File: config.mk
export PLATFORM = sky130hd
export DESIGN_NAME = msc_symbol_coder
export DESIGN_NICKNAME = d
export VERILOG_FILES = /design/src/msc_pkg.sv /design/src/msc_phase_lut.sv /design/src/msc_symbol_coder.sv
export SDC_FILE = /design/constraint.sdc
export NUM_CORES = 1
export LEC_CHECK = 0
export BUFFER_PORTS_ARGS = -buffer_cell sky130_fd_sc_hd__buf_2
export CAP_MARGIN = 20
export CORE_MARGIN = 2
export CORE_UTILIZATION = 50
export CTS_CLUSTER_DIAMETER = 80
export DETAILED_ROUTE_END_ITERATION = 10
export PLACE_DENSITY = 0.71
export REMOVE_ABC_BUFFERS = 1
export SETUP_SLACK_MARGIN = 0.05
export SLEW_MARGIN = 20
export SYNTH_ARGS = -nofsm -noshare
export SYNTH_HDL_FRONTEND = slang
export SYNTH_SLANG_ARGS = --single-unit
export TNS_END_PERCENT = 20
File: constraint.sdc
create_clock -name clk_in -period 2.6 [get_ports clk_in]
set_input_delay 0.13 -clock clk_in [delete_from_list [all_inputs] [get_ports clk_in]]
set_output_delay 0.13 -clock clk_in [all_outputs]
set_load 0.03 [all_outputs]
File: src/msc_pkg.sv
// package of constants and types for the modulation symbol coder
package msc_pkg;
    // coding selections
    localparam logic [2:0] CODE_NONE   = 3'h0;
    localparam logic [2:0] CODE_DIFF   = 3'h1;
    localparam logic [2:0] CODE_GDIFF  = 3'h2;
    localparam logic [2:0] CODE_GSM    = 3'h3;
    localparam logic [2:0] CODE_VDL    = 3'h4;
    localparam logic [2:0] CODE_PHDIFF = 3'h5;
    localparam logic [2:0] CODE_STD    = 3'h6;
    localparam logic [2:0] CODE_TFTS   = 3'h7;
    // modulation selections
    localparam logic [1:0] MOD_GENERIC = 2'h0;
    localparam logic [1:0] MOD_DQPSK   = 2'h1;
    localparam logic [1:0] MOD_EIGHT   = 2'h2;
    localparam logic [1:0] MOD_BINARY  = 2'h3;
    // phase in units of 45 degrees, modulo 8
    localparam logic [2:0] PH_P45   = 3'h1;
    localparam logic [2:0] PH_P135  = 3'h3;
    localparam logic [2:0] PH_M135  = 3'h5;
    localparam logic [2:0] PH_M45   = 3'h7;
    localparam logic [2:0] PH_ZERO  = 3'h0;
    localparam int         SYM_W    = 3;
    localparam int         MAX_K    = 3;
    localparam logic [2:0] RST_SYM  = 3'h0;
    // state machine, one-hot
    typedef enum logic [2:0] {
        ST_OFF      = 3'b001,
        ST_RUN      = 3'b010,
        ST_CONFLICT = 3'b100
    } msc_state_t;
endpackage

File: src/msc_phase_lut.sv
// phase-shift lookup for pi/4 dqpsk and vdl coding
`timescale 1ns/1ns
module msc_phase_lut (
    input  wire logic [2:0] code_in,
    input  wire logic [2:0] sym_in,
    output logic      [2:0] phase_out
);
    always_comb begin
        phase_out = msc_pkg::PH_ZERO;
        case (code_in)
            msc_pkg::CODE_STD: begin
                case (sym_in[1:0])
                    2'h0:    phase_out = msc_pkg::PH_P45;
                    2'h1:    phase_out = msc_pkg::PH_P135;
                    2'h2:    phase_out = msc_pkg::PH_M45;
                    default: phase_out = msc_pkg::PH_M135;
                endcase
            end
            msc_pkg::CODE_TFTS: begin
                case (sym_in[1:0])
                    2'h0:    phase_out = msc_pkg::PH_M135;
                    2'h1:    phase_out = msc_pkg::PH_P135;
                    2'h2:    phase_out = msc_pkg::PH_M45;
                    default: phase_out = msc_pkg::PH_P45;
                endcase
            end
            msc_pkg::CODE_VDL: begin
                case (sym_in)
                    3'h0:    phase_out = 3'h0;
                    3'h1:    phase_out = 3'h1;
                    3'h2:    phase_out = 3'h3;
                    3'h3:    phase_out = 3'h2;
                    3'h4:    phase_out = 3'h7;
                    3'h5:    phase_out = 3'h6;
                    3'h6:    phase_out = 3'h4;
                    default: phase_out = 3'h5;
                endcase
            end
            default: begin
                case (sym_in[1:0])
                    2'h0:    phase_out = msc_pkg::PH_P45;
                    2'h1:    phase_out = msc_pkg::PH_P135;
                    2'h2:    phase_out = msc_pkg::PH_M135;
                    default: phase_out = msc_pkg::PH_M45;
                endcase
            end
        endcase
    end
endmodule // msc_phase_lut

File: src/msc_symbol_coder.sv
// modulation symbol coder top
`timescale 1ns/1ns
module msc_symbol_coder (
    input  wire logic       clk_in,
    input  wire logic       rst_b_in,
    input  wire logic       enable_in,
    input  wire logic [2:0] coding_in,
    input  wire logic [1:0] mod_in,
    input  wire logic [1:0] bits_in,
    input  wire logic       rate_ok_in,
    input  wire logic       sym_valid_in,
    input  wire logic [2:0] sym_in,
    output logic            sym_valid_out,
    output logic      [2:0] sym_out,
    output logic      [2:0] phase_out,
    output logic            phase_valid_out,
    output logic            conflict_out,
    output logic            others_off_out,
    output logic            active_out
);
    msc_pkg::msc_state_t state_ff, nxt_state;
    logic [2:0] prev_ff;
    logic       prev_bit_ff;
    logic [2:0] sym_ff;
    logic       valid_ff;
    logic [2:0] phase_ff;
    logic       phase_v_ff;
    logic       conflict_ff;
    logic       others_ff;

    // k-bit mask from bits per symbol; 0 treated as 3
    wire  [2:0] kmask      = (bits_in == 2'h1) ? 3'h1 : (bits_in == 2'h2) ? 3'h3 : 3'h7;
    wire  [2:0] in_sym     = sym_in & kmask;
    wire  [2:0] gray_sym   = (in_sym ^ (in_sym >> 1)) & kmask;
    wire  [2:0] diff_sum   = (in_sym + prev_ff) & kmask;
    wire  [2:0] gdiff_sum  = (gray_sym + prev_ff) & kmask;
    wire        gsm_bit    = ~(sym_in[0] ^ prev_bit_ff);
    wire        match      = ~(sym_in[1] ^ sym_in[0]);
    wire        pd_b1      = match ? (sym_in[1] ^ prev_ff[1]) : (sym_in[1] ^ prev_ff[0]);
    wire        pd_b0      = match ? (sym_in[0] ^ prev_ff[0]) : (sym_in[0] ^ prev_ff[1]);
    wire        is_dqpsk   = (mod_in == msc_pkg::MOD_DQPSK);

    // mode and width decodes
    wire        is_binary  = (mod_in == msc_pkg::MOD_BINARY);
    wire        is_eight   = (mod_in == msc_pkg::MOD_EIGHT);
    wire        k_one      = (bits_in == 2'h1);
    wire        k_two      = (bits_in == 2'h2);
    wire        k_three    = (bits_in == 2'h3);

    // legal combinations, a reduced view of the permitted coding table;
    // anything unlisted is refused so an odd mix is mapped at most in the one cycle before the state leaves run
    wire        ok_none    = (coding_in == msc_pkg::CODE_NONE);
    wire        ok_diff    = !is_dqpsk && ((coding_in == msc_pkg::CODE_DIFF) || (coding_in == msc_pkg::CODE_GDIFF));
    wire        ok_gsm     = is_binary && k_one && (coding_in == msc_pkg::CODE_GSM);
    wire        ok_vdl     = is_eight && k_three && (coding_in == msc_pkg::CODE_VDL);
    wire        ok_phdiff  = !is_dqpsk && k_two && (coding_in == msc_pkg::CODE_PHDIFF);
    wire        ok_psk     = is_dqpsk && ((coding_in == msc_pkg::CODE_STD) || (coding_in == msc_pkg::CODE_TFTS));
    wire        legal_code = ok_none || ok_diff || ok_gsm || ok_vdl || ok_phdiff || ok_psk;
    wire        conflict   = !(legal_code && rate_ok_in);

    logic [2:0] coded;
    always_comb begin
        case (coding_in)
            msc_pkg::CODE_NONE:   coded = in_sym;
            msc_pkg::CODE_DIFF:   coded = diff_sum;
            msc_pkg::CODE_GDIFF:  coded = gdiff_sum;
            msc_pkg::CODE_GSM:    coded = {2'h0, gsm_bit};
            msc_pkg::CODE_PHDIFF: coded = {1'h0, pd_b1, pd_b0};
            // vdl and the pi/4 codings carry the symbol itself, the phase lut does the work
            msc_pkg::CODE_VDL:    coded = in_sym;
            msc_pkg::CODE_STD:    coded = in_sym;
            msc_pkg::CODE_TFTS:   coded = in_sym;
            default:              coded = in_sym;
        endcase
    end

    wire        run_state  = (state_ff == msc_pkg::ST_RUN);
    wire        take       = run_state && sym_valid_in;
    // symbol history kept only for the recursive codings; the gsm input bit is kept for every coding
    wire        keeps_hist = (coding_in == msc_pkg::CODE_DIFF) || (coding_in == msc_pkg::CODE_GDIFF) ||
                             (coding_in == msc_pkg::CODE_PHDIFF);
    wire  [2:0] nxt_prev   = !take ? prev_ff : (keeps_hist ? coded : msc_pkg::RST_SYM);
    wire        nxt_pbit   = take ? sym_in[0] : prev_bit_ff;
    wire  [2:0] phase_sel;
    wire        phase_need = is_dqpsk || (coding_in == msc_pkg::CODE_VDL);

    msc_phase_lut u_lut (
        .code_in   (coding_in),
        .sym_in    (in_sym),
        .phase_out (phase_sel)
    );

    // run and conflict are left the same way; enable low always wins
    msc_pkg::msc_state_t on_state;
    assign on_state = conflict ? msc_pkg::ST_CONFLICT : msc_pkg::ST_RUN;

    always_comb begin
        case (state_ff)
            msc_pkg::ST_OFF: begin
                nxt_state = enable_in ? on_state : msc_pkg::ST_OFF;
            end
            msc_pkg::ST_RUN: begin
                nxt_state = enable_in ? on_state : msc_pkg::ST_OFF;
            end
            msc_pkg::ST_CONFLICT: begin
                nxt_state = enable_in ? on_state : msc_pkg::ST_OFF;
            end
            default: begin
                nxt_state = msc_pkg::ST_OFF;
            end
        endcase
    end

    // next values of the output registers
    wire  [2:0] nxt_sym      = take ? coded : sym_ff;
    wire        nxt_valid    = take;
    wire        nxt_phase_v  = take && phase_need;
    wire  [2:0] nxt_phase    = nxt_phase_v ? phase_sel : phase_ff;
    wire        nxt_conflict = enable_in && conflict;
    wire        nxt_others   = enable_in;

    // history registers; leaving run clears history so a new burst starts clean
    wire  [2:0] nxt_hist     = run_state ? nxt_prev : msc_pkg::RST_SYM;
    wire        nxt_hbit     = run_state ? nxt_pbit : 1'b0;

    // one register to a block; symbols flow only while running, conflicts mute them
    always_ff @(posedge clk_in or negedge rst_b_in) begin
        if (!rst_b_in) begin
            state_ff <= msc_pkg::ST_OFF;
        end else begin
            state_ff <= nxt_state;
        end
    end

    always_ff @(posedge clk_in or negedge rst_b_in) begin
        if (!rst_b_in) begin
            prev_ff <= msc_pkg::RST_SYM;
        end else begin
            prev_ff <= nxt_hist;
        end
    end

    always_ff @(posedge clk_in or negedge rst_b_in) begin
        if (!rst_b_in) begin
            prev_bit_ff <= 1'b0;
        end else begin
            prev_bit_ff <= nxt_hbit;
        end
    end

    always_ff @(posedge clk_in or negedge rst_b_in) begin
        if (!rst_b_in) begin
            sym_ff <= msc_pkg::RST_SYM;
        end else begin
            sym_ff <= nxt_sym;
        end
    end

    always_ff @(posedge clk_in or negedge rst_b_in) begin
        if (!rst_b_in) begin
            valid_ff <= 1'b0;
        end else begin
            valid_ff <= nxt_valid;
        end
    end

    always_ff @(posedge clk_in or negedge rst_b_in) begin
        if (!rst_b_in) begin
            phase_ff <= msc_pkg::PH_ZERO;
        end else begin
            phase_ff <= nxt_phase;
        end
    end

    always_ff @(posedge clk_in or negedge rst_b_in) begin
        if (!rst_b_in) begin
            phase_v_ff <= 1'b0;
        end else begin
            phase_v_ff <= nxt_phase_v;
        end
    end

    always_ff @(posedge clk_in or negedge rst_b_in) begin
        if (!rst_b_in) begin
            conflict_ff <= 1'b0;
        end else begin
            conflict_ff <= nxt_conflict;
        end
    end

    always_ff @(posedge clk_in or negedge rst_b_in) begin
        if (!rst_b_in) begin
            others_ff <= 1'b0;
        end else begin
            others_ff <= nxt_others;
        end
    end

    assign sym_valid_out   = valid_ff;
    assign sym_out         = sym_ff;
    assign phase_out       = phase_ff;
    assign phase_valid_out = phase_v_ff;
    assign conflict_out    = conflict_ff;
    assign others_off_out  = others_ff;
    assign active_out      = state_ff[1];
endmodule // msc_symbol_coder
==> results.txt <==
Number of global-route vias before repair = 1,001
GRT busiest layer = met2
Critical-path top delay cell = fa_1
Ports = 26
Compound-Gate Fraction of Synth Area = 22.1%
Global-route wire length before repair = 4610 um
Clk sinks = 17
Worst slew pin tran = 0.420 ns
Vias = 1,158
Status = finished, final reports clean
Die Area = 0.00294 mm2
Pre-CTS setup slack = 0.103 ns
Inserted Diodes = 0
Average wire per standard cell = 15.3 um
FILL cells = 206
Synth warnings = 0
WHS = 0.0227 ns
Placer Congestion = 0.887
Post-synth EDFFs = 0
CTS tree = built
Synth area leaders = dfrtp_1 (32%), ha_1 (5.0%), a21oi_1 (3.2%)
Num CTS Buffers = 3
Die Height = 54.3 um
Crit path launch = bits_in[0]
Asr flop ratio synth = 100%
CP endpoint kind = flop
Most frequent cells in the layout = buf_2 (25), dfrtp_1 (16), nor2_1 (9)
Sequential share of power = 44.3%
WL final = 2970 um
R2R Setup Slk = 0.61 ns
Most common cell after layout, fill and taps aside = buf_2
Overall Global Routing Usage = 22.1%
Worst hold endpoint = conflict_out
Final Max Slew Viols = 0
Die W = 54.3 um
Max clock buf depth = 2
Total power = 724 uW
Post-Synth Adder-Cell Area = 6.54%
Worst r2r src = prev_ff[0]
Post-CTS sizing = 0
Drt first pass iters = 4
Seq cells post-synth = 17
CP arrival = 2.38 ns
Pleak = 0.000686 uW
CP Class = in2reg
P_sw = 275 uW
Clock latency on the worst-skew pair = 0.31 ns
Area share of xor/xnor cells in the synthesized design = 2.08%
Internal power = 450 uW
Biggest area consumer among synthesized cells = dfrtp_1
Crit path launch type = primary input
Worst-path clk slew = 0.10 ns
Worst rel slew slack = 71.9%
Main combinational cell family by area after synthesis = simple AND/OR/NAND/NOR gates
Worst setup margin = 0.389 ns
# setup viols final = 0
RSZ-0062 raised after global routing = no
Mapped Avg Cell Area = 9.28 um2
Clk pwr share = 21.2%
Clock root cell = clkbuf_4
Nets@finish = 186
Mapped Area = 0.00126 mm2
Fmax = 0.452 GHz
FF-to-FF path depth = 6
Core area = 0.00243 mm2
Top_reg_cell synth = dfrtp_1
DRT iter0 DRCs = 41
Cell area power density = 495 mW/mm2
Post-Synth Simple-Gate Area = 25.7%
Max Cap Viol = 0
Switching Share = 37.9%
Final min period = 2.21 ns
Fin crit share = 85.1%
Largest net degree at the start of global routing = 18
Combinational power share = 34.5%
DRC Markers = 0
Routed vias/inst = 5.97
Dpl hpwl = 2240 um
Synth top area share = 31.7%
Skew final = 0.0112 ns
GRT overflow = 0
M3 GR Usage = 4.64%
Netlist cell types = 48
CP Max Fanout = 7
Met2 Use GR = 37.6%
Max incr delay on CP = 0.42 ns
Max H-tree Level = 1
Critical Path RT = 2.77 ns
PortBufs = 25
Maximum vdd ir drop = 0.409 mV
Sequential share of the synthesized area = 33.8%
Final hold violation count = 0
Worst Hold Class = in2reg
Syn-to-layout area delta = 16.0%
Initial core utilization = 51.9%
Rows = 18
Final TNS setup = 0 ns
Hold path depth = 2
Synthesized instance count = 136
Critical register-to-register path endpoint = prev_ff[2]
Final ANT Viol Nets = 0
Post-synthesis mux area share = 4.96%
Share of cells above drive strength 1 = 24.4%
Worst hold start = rate_ok_in
Crit-path cells = buf_2, inv_1, ha_1, nand2_1, nor3b_1, a21oi_1, o22ai_1, fa_1, xnor2_1, a211oi_1, nor3_1, o32ai_1
Antenna violations before repair = 0
Global Route met1 Usage = 28.4%
per-layer routing:
layer  vias to the layer above  part of all wire (%)
li1                        560                     -
met1                       547                    43
met2                        47                    50
met3                         4                   6.7
met4                         0                  0.81
met5                         -                     0
cell type report:
type | instances | area, um2 | area share [%]
Multi-Input combinational cell | 105 | 774 | 52.9
Sequential cell | 17 | 427 | 29.1
Timing Repair Buffer | 30 | 168 | 11.5
Tap cell | 30 | 37.5 | 2.56
Inverter | 8 | 30.0 | 2.05
Clock buffer | 3 | 22.5 | 1.54
Clock inverter | 1 | 5.00 | 0.342
power by group through the flow:
stage / Clock (uW) / Sequential, uW / Combinational [uW]
floorplan: 0 / 386 / 98.6
global placement: 0 / 324 / 243
detailed placement: 0 / 327 / 248
CTS: 156 / 322 / 251
global route: 170 / 327 / 275
finish: 154 / 321 / 250
worst max-delay path by stage:
stage / endpoint / slack, ns / cells after the start
3_3_place_gp: prev_ff[2] / 0.13 / 12
3_5_place_dp: prev_ff[2] / 0.10 / 12
5_1_grt: prev_ff[2] / 0.30 / 12
4_1_cts: prev_ff[2] / 0.42 / 12
6_report: prev_ff[2] / 0.39 / 12
2_1_floorplan: prev_ff[2] / 0.54 / 11
metrics by stage:
step	area (um2)	util (%)	instances
2_1_floorplan	1230	-	130
4_1_cts	1460	60.2	194
3_5_place_dp	1420	58.2	188
3_3_place_gp	1420	58.2	188
5_1_grt	1460	60.2	194
6_report	1460	60.2	194
cells in the mapped netlist, drive strengths merged, types with 2 or more instances:
cell type and n:
nor3b 6, o22ai 2, nand2b 3, nand3b 4, or3b 2, nand3 2
nor2 9, a21o 3, a211oi 3, mux2 2, o21ai 7, o211ai 3
o32ai 2, ha 5, inv 7, a31oi 5, dfrtp 16, xnor2 2
and4b 2, buf 5, nor2b 5, nand2 8, nand4bb 3, mux2i 4
a21oi 9
logic make-up (layout without fill, tap and decap cells):
logic type | Yosys count | in the layout
flops | 17 | 17
xor+xnor | 3 | 3
simple gates | 49 | 49
compound gates | 41 | 41
mux | 6 | 6
fa+ha+maj | 6 | 6
buf+inv | 14 | 42
state kept, by name (all words and copies together), names as in the netlist:
| name | count |
|---|---|
| phase_valid_out | 1 |
| sym_valid_out | 1 |
| prev_ff | 3 |
| state_ff | 3 |
| prev_bit_ff | 1 |
| sym_out | 3 |
| conflict_out | 1 |
| phase_out | 3 |
| others_off_out | 1 |
critical path, delay by kind of cell:
family	cells	cell delay, ns
compound gates	4	0.43
xor+xnor	1	0.25
fa+ha+maj	2	0.80
buf+inv	2	0.17
simple gates	3	0.59
what timing repair did:
item | 4_1_cts | 5_1_grt
hold buffers | 2 | 0
endpoints found under the hold margin | 17 | 0
buffers inserted | 0 | 0
Power figures use the tool's default switching activity.
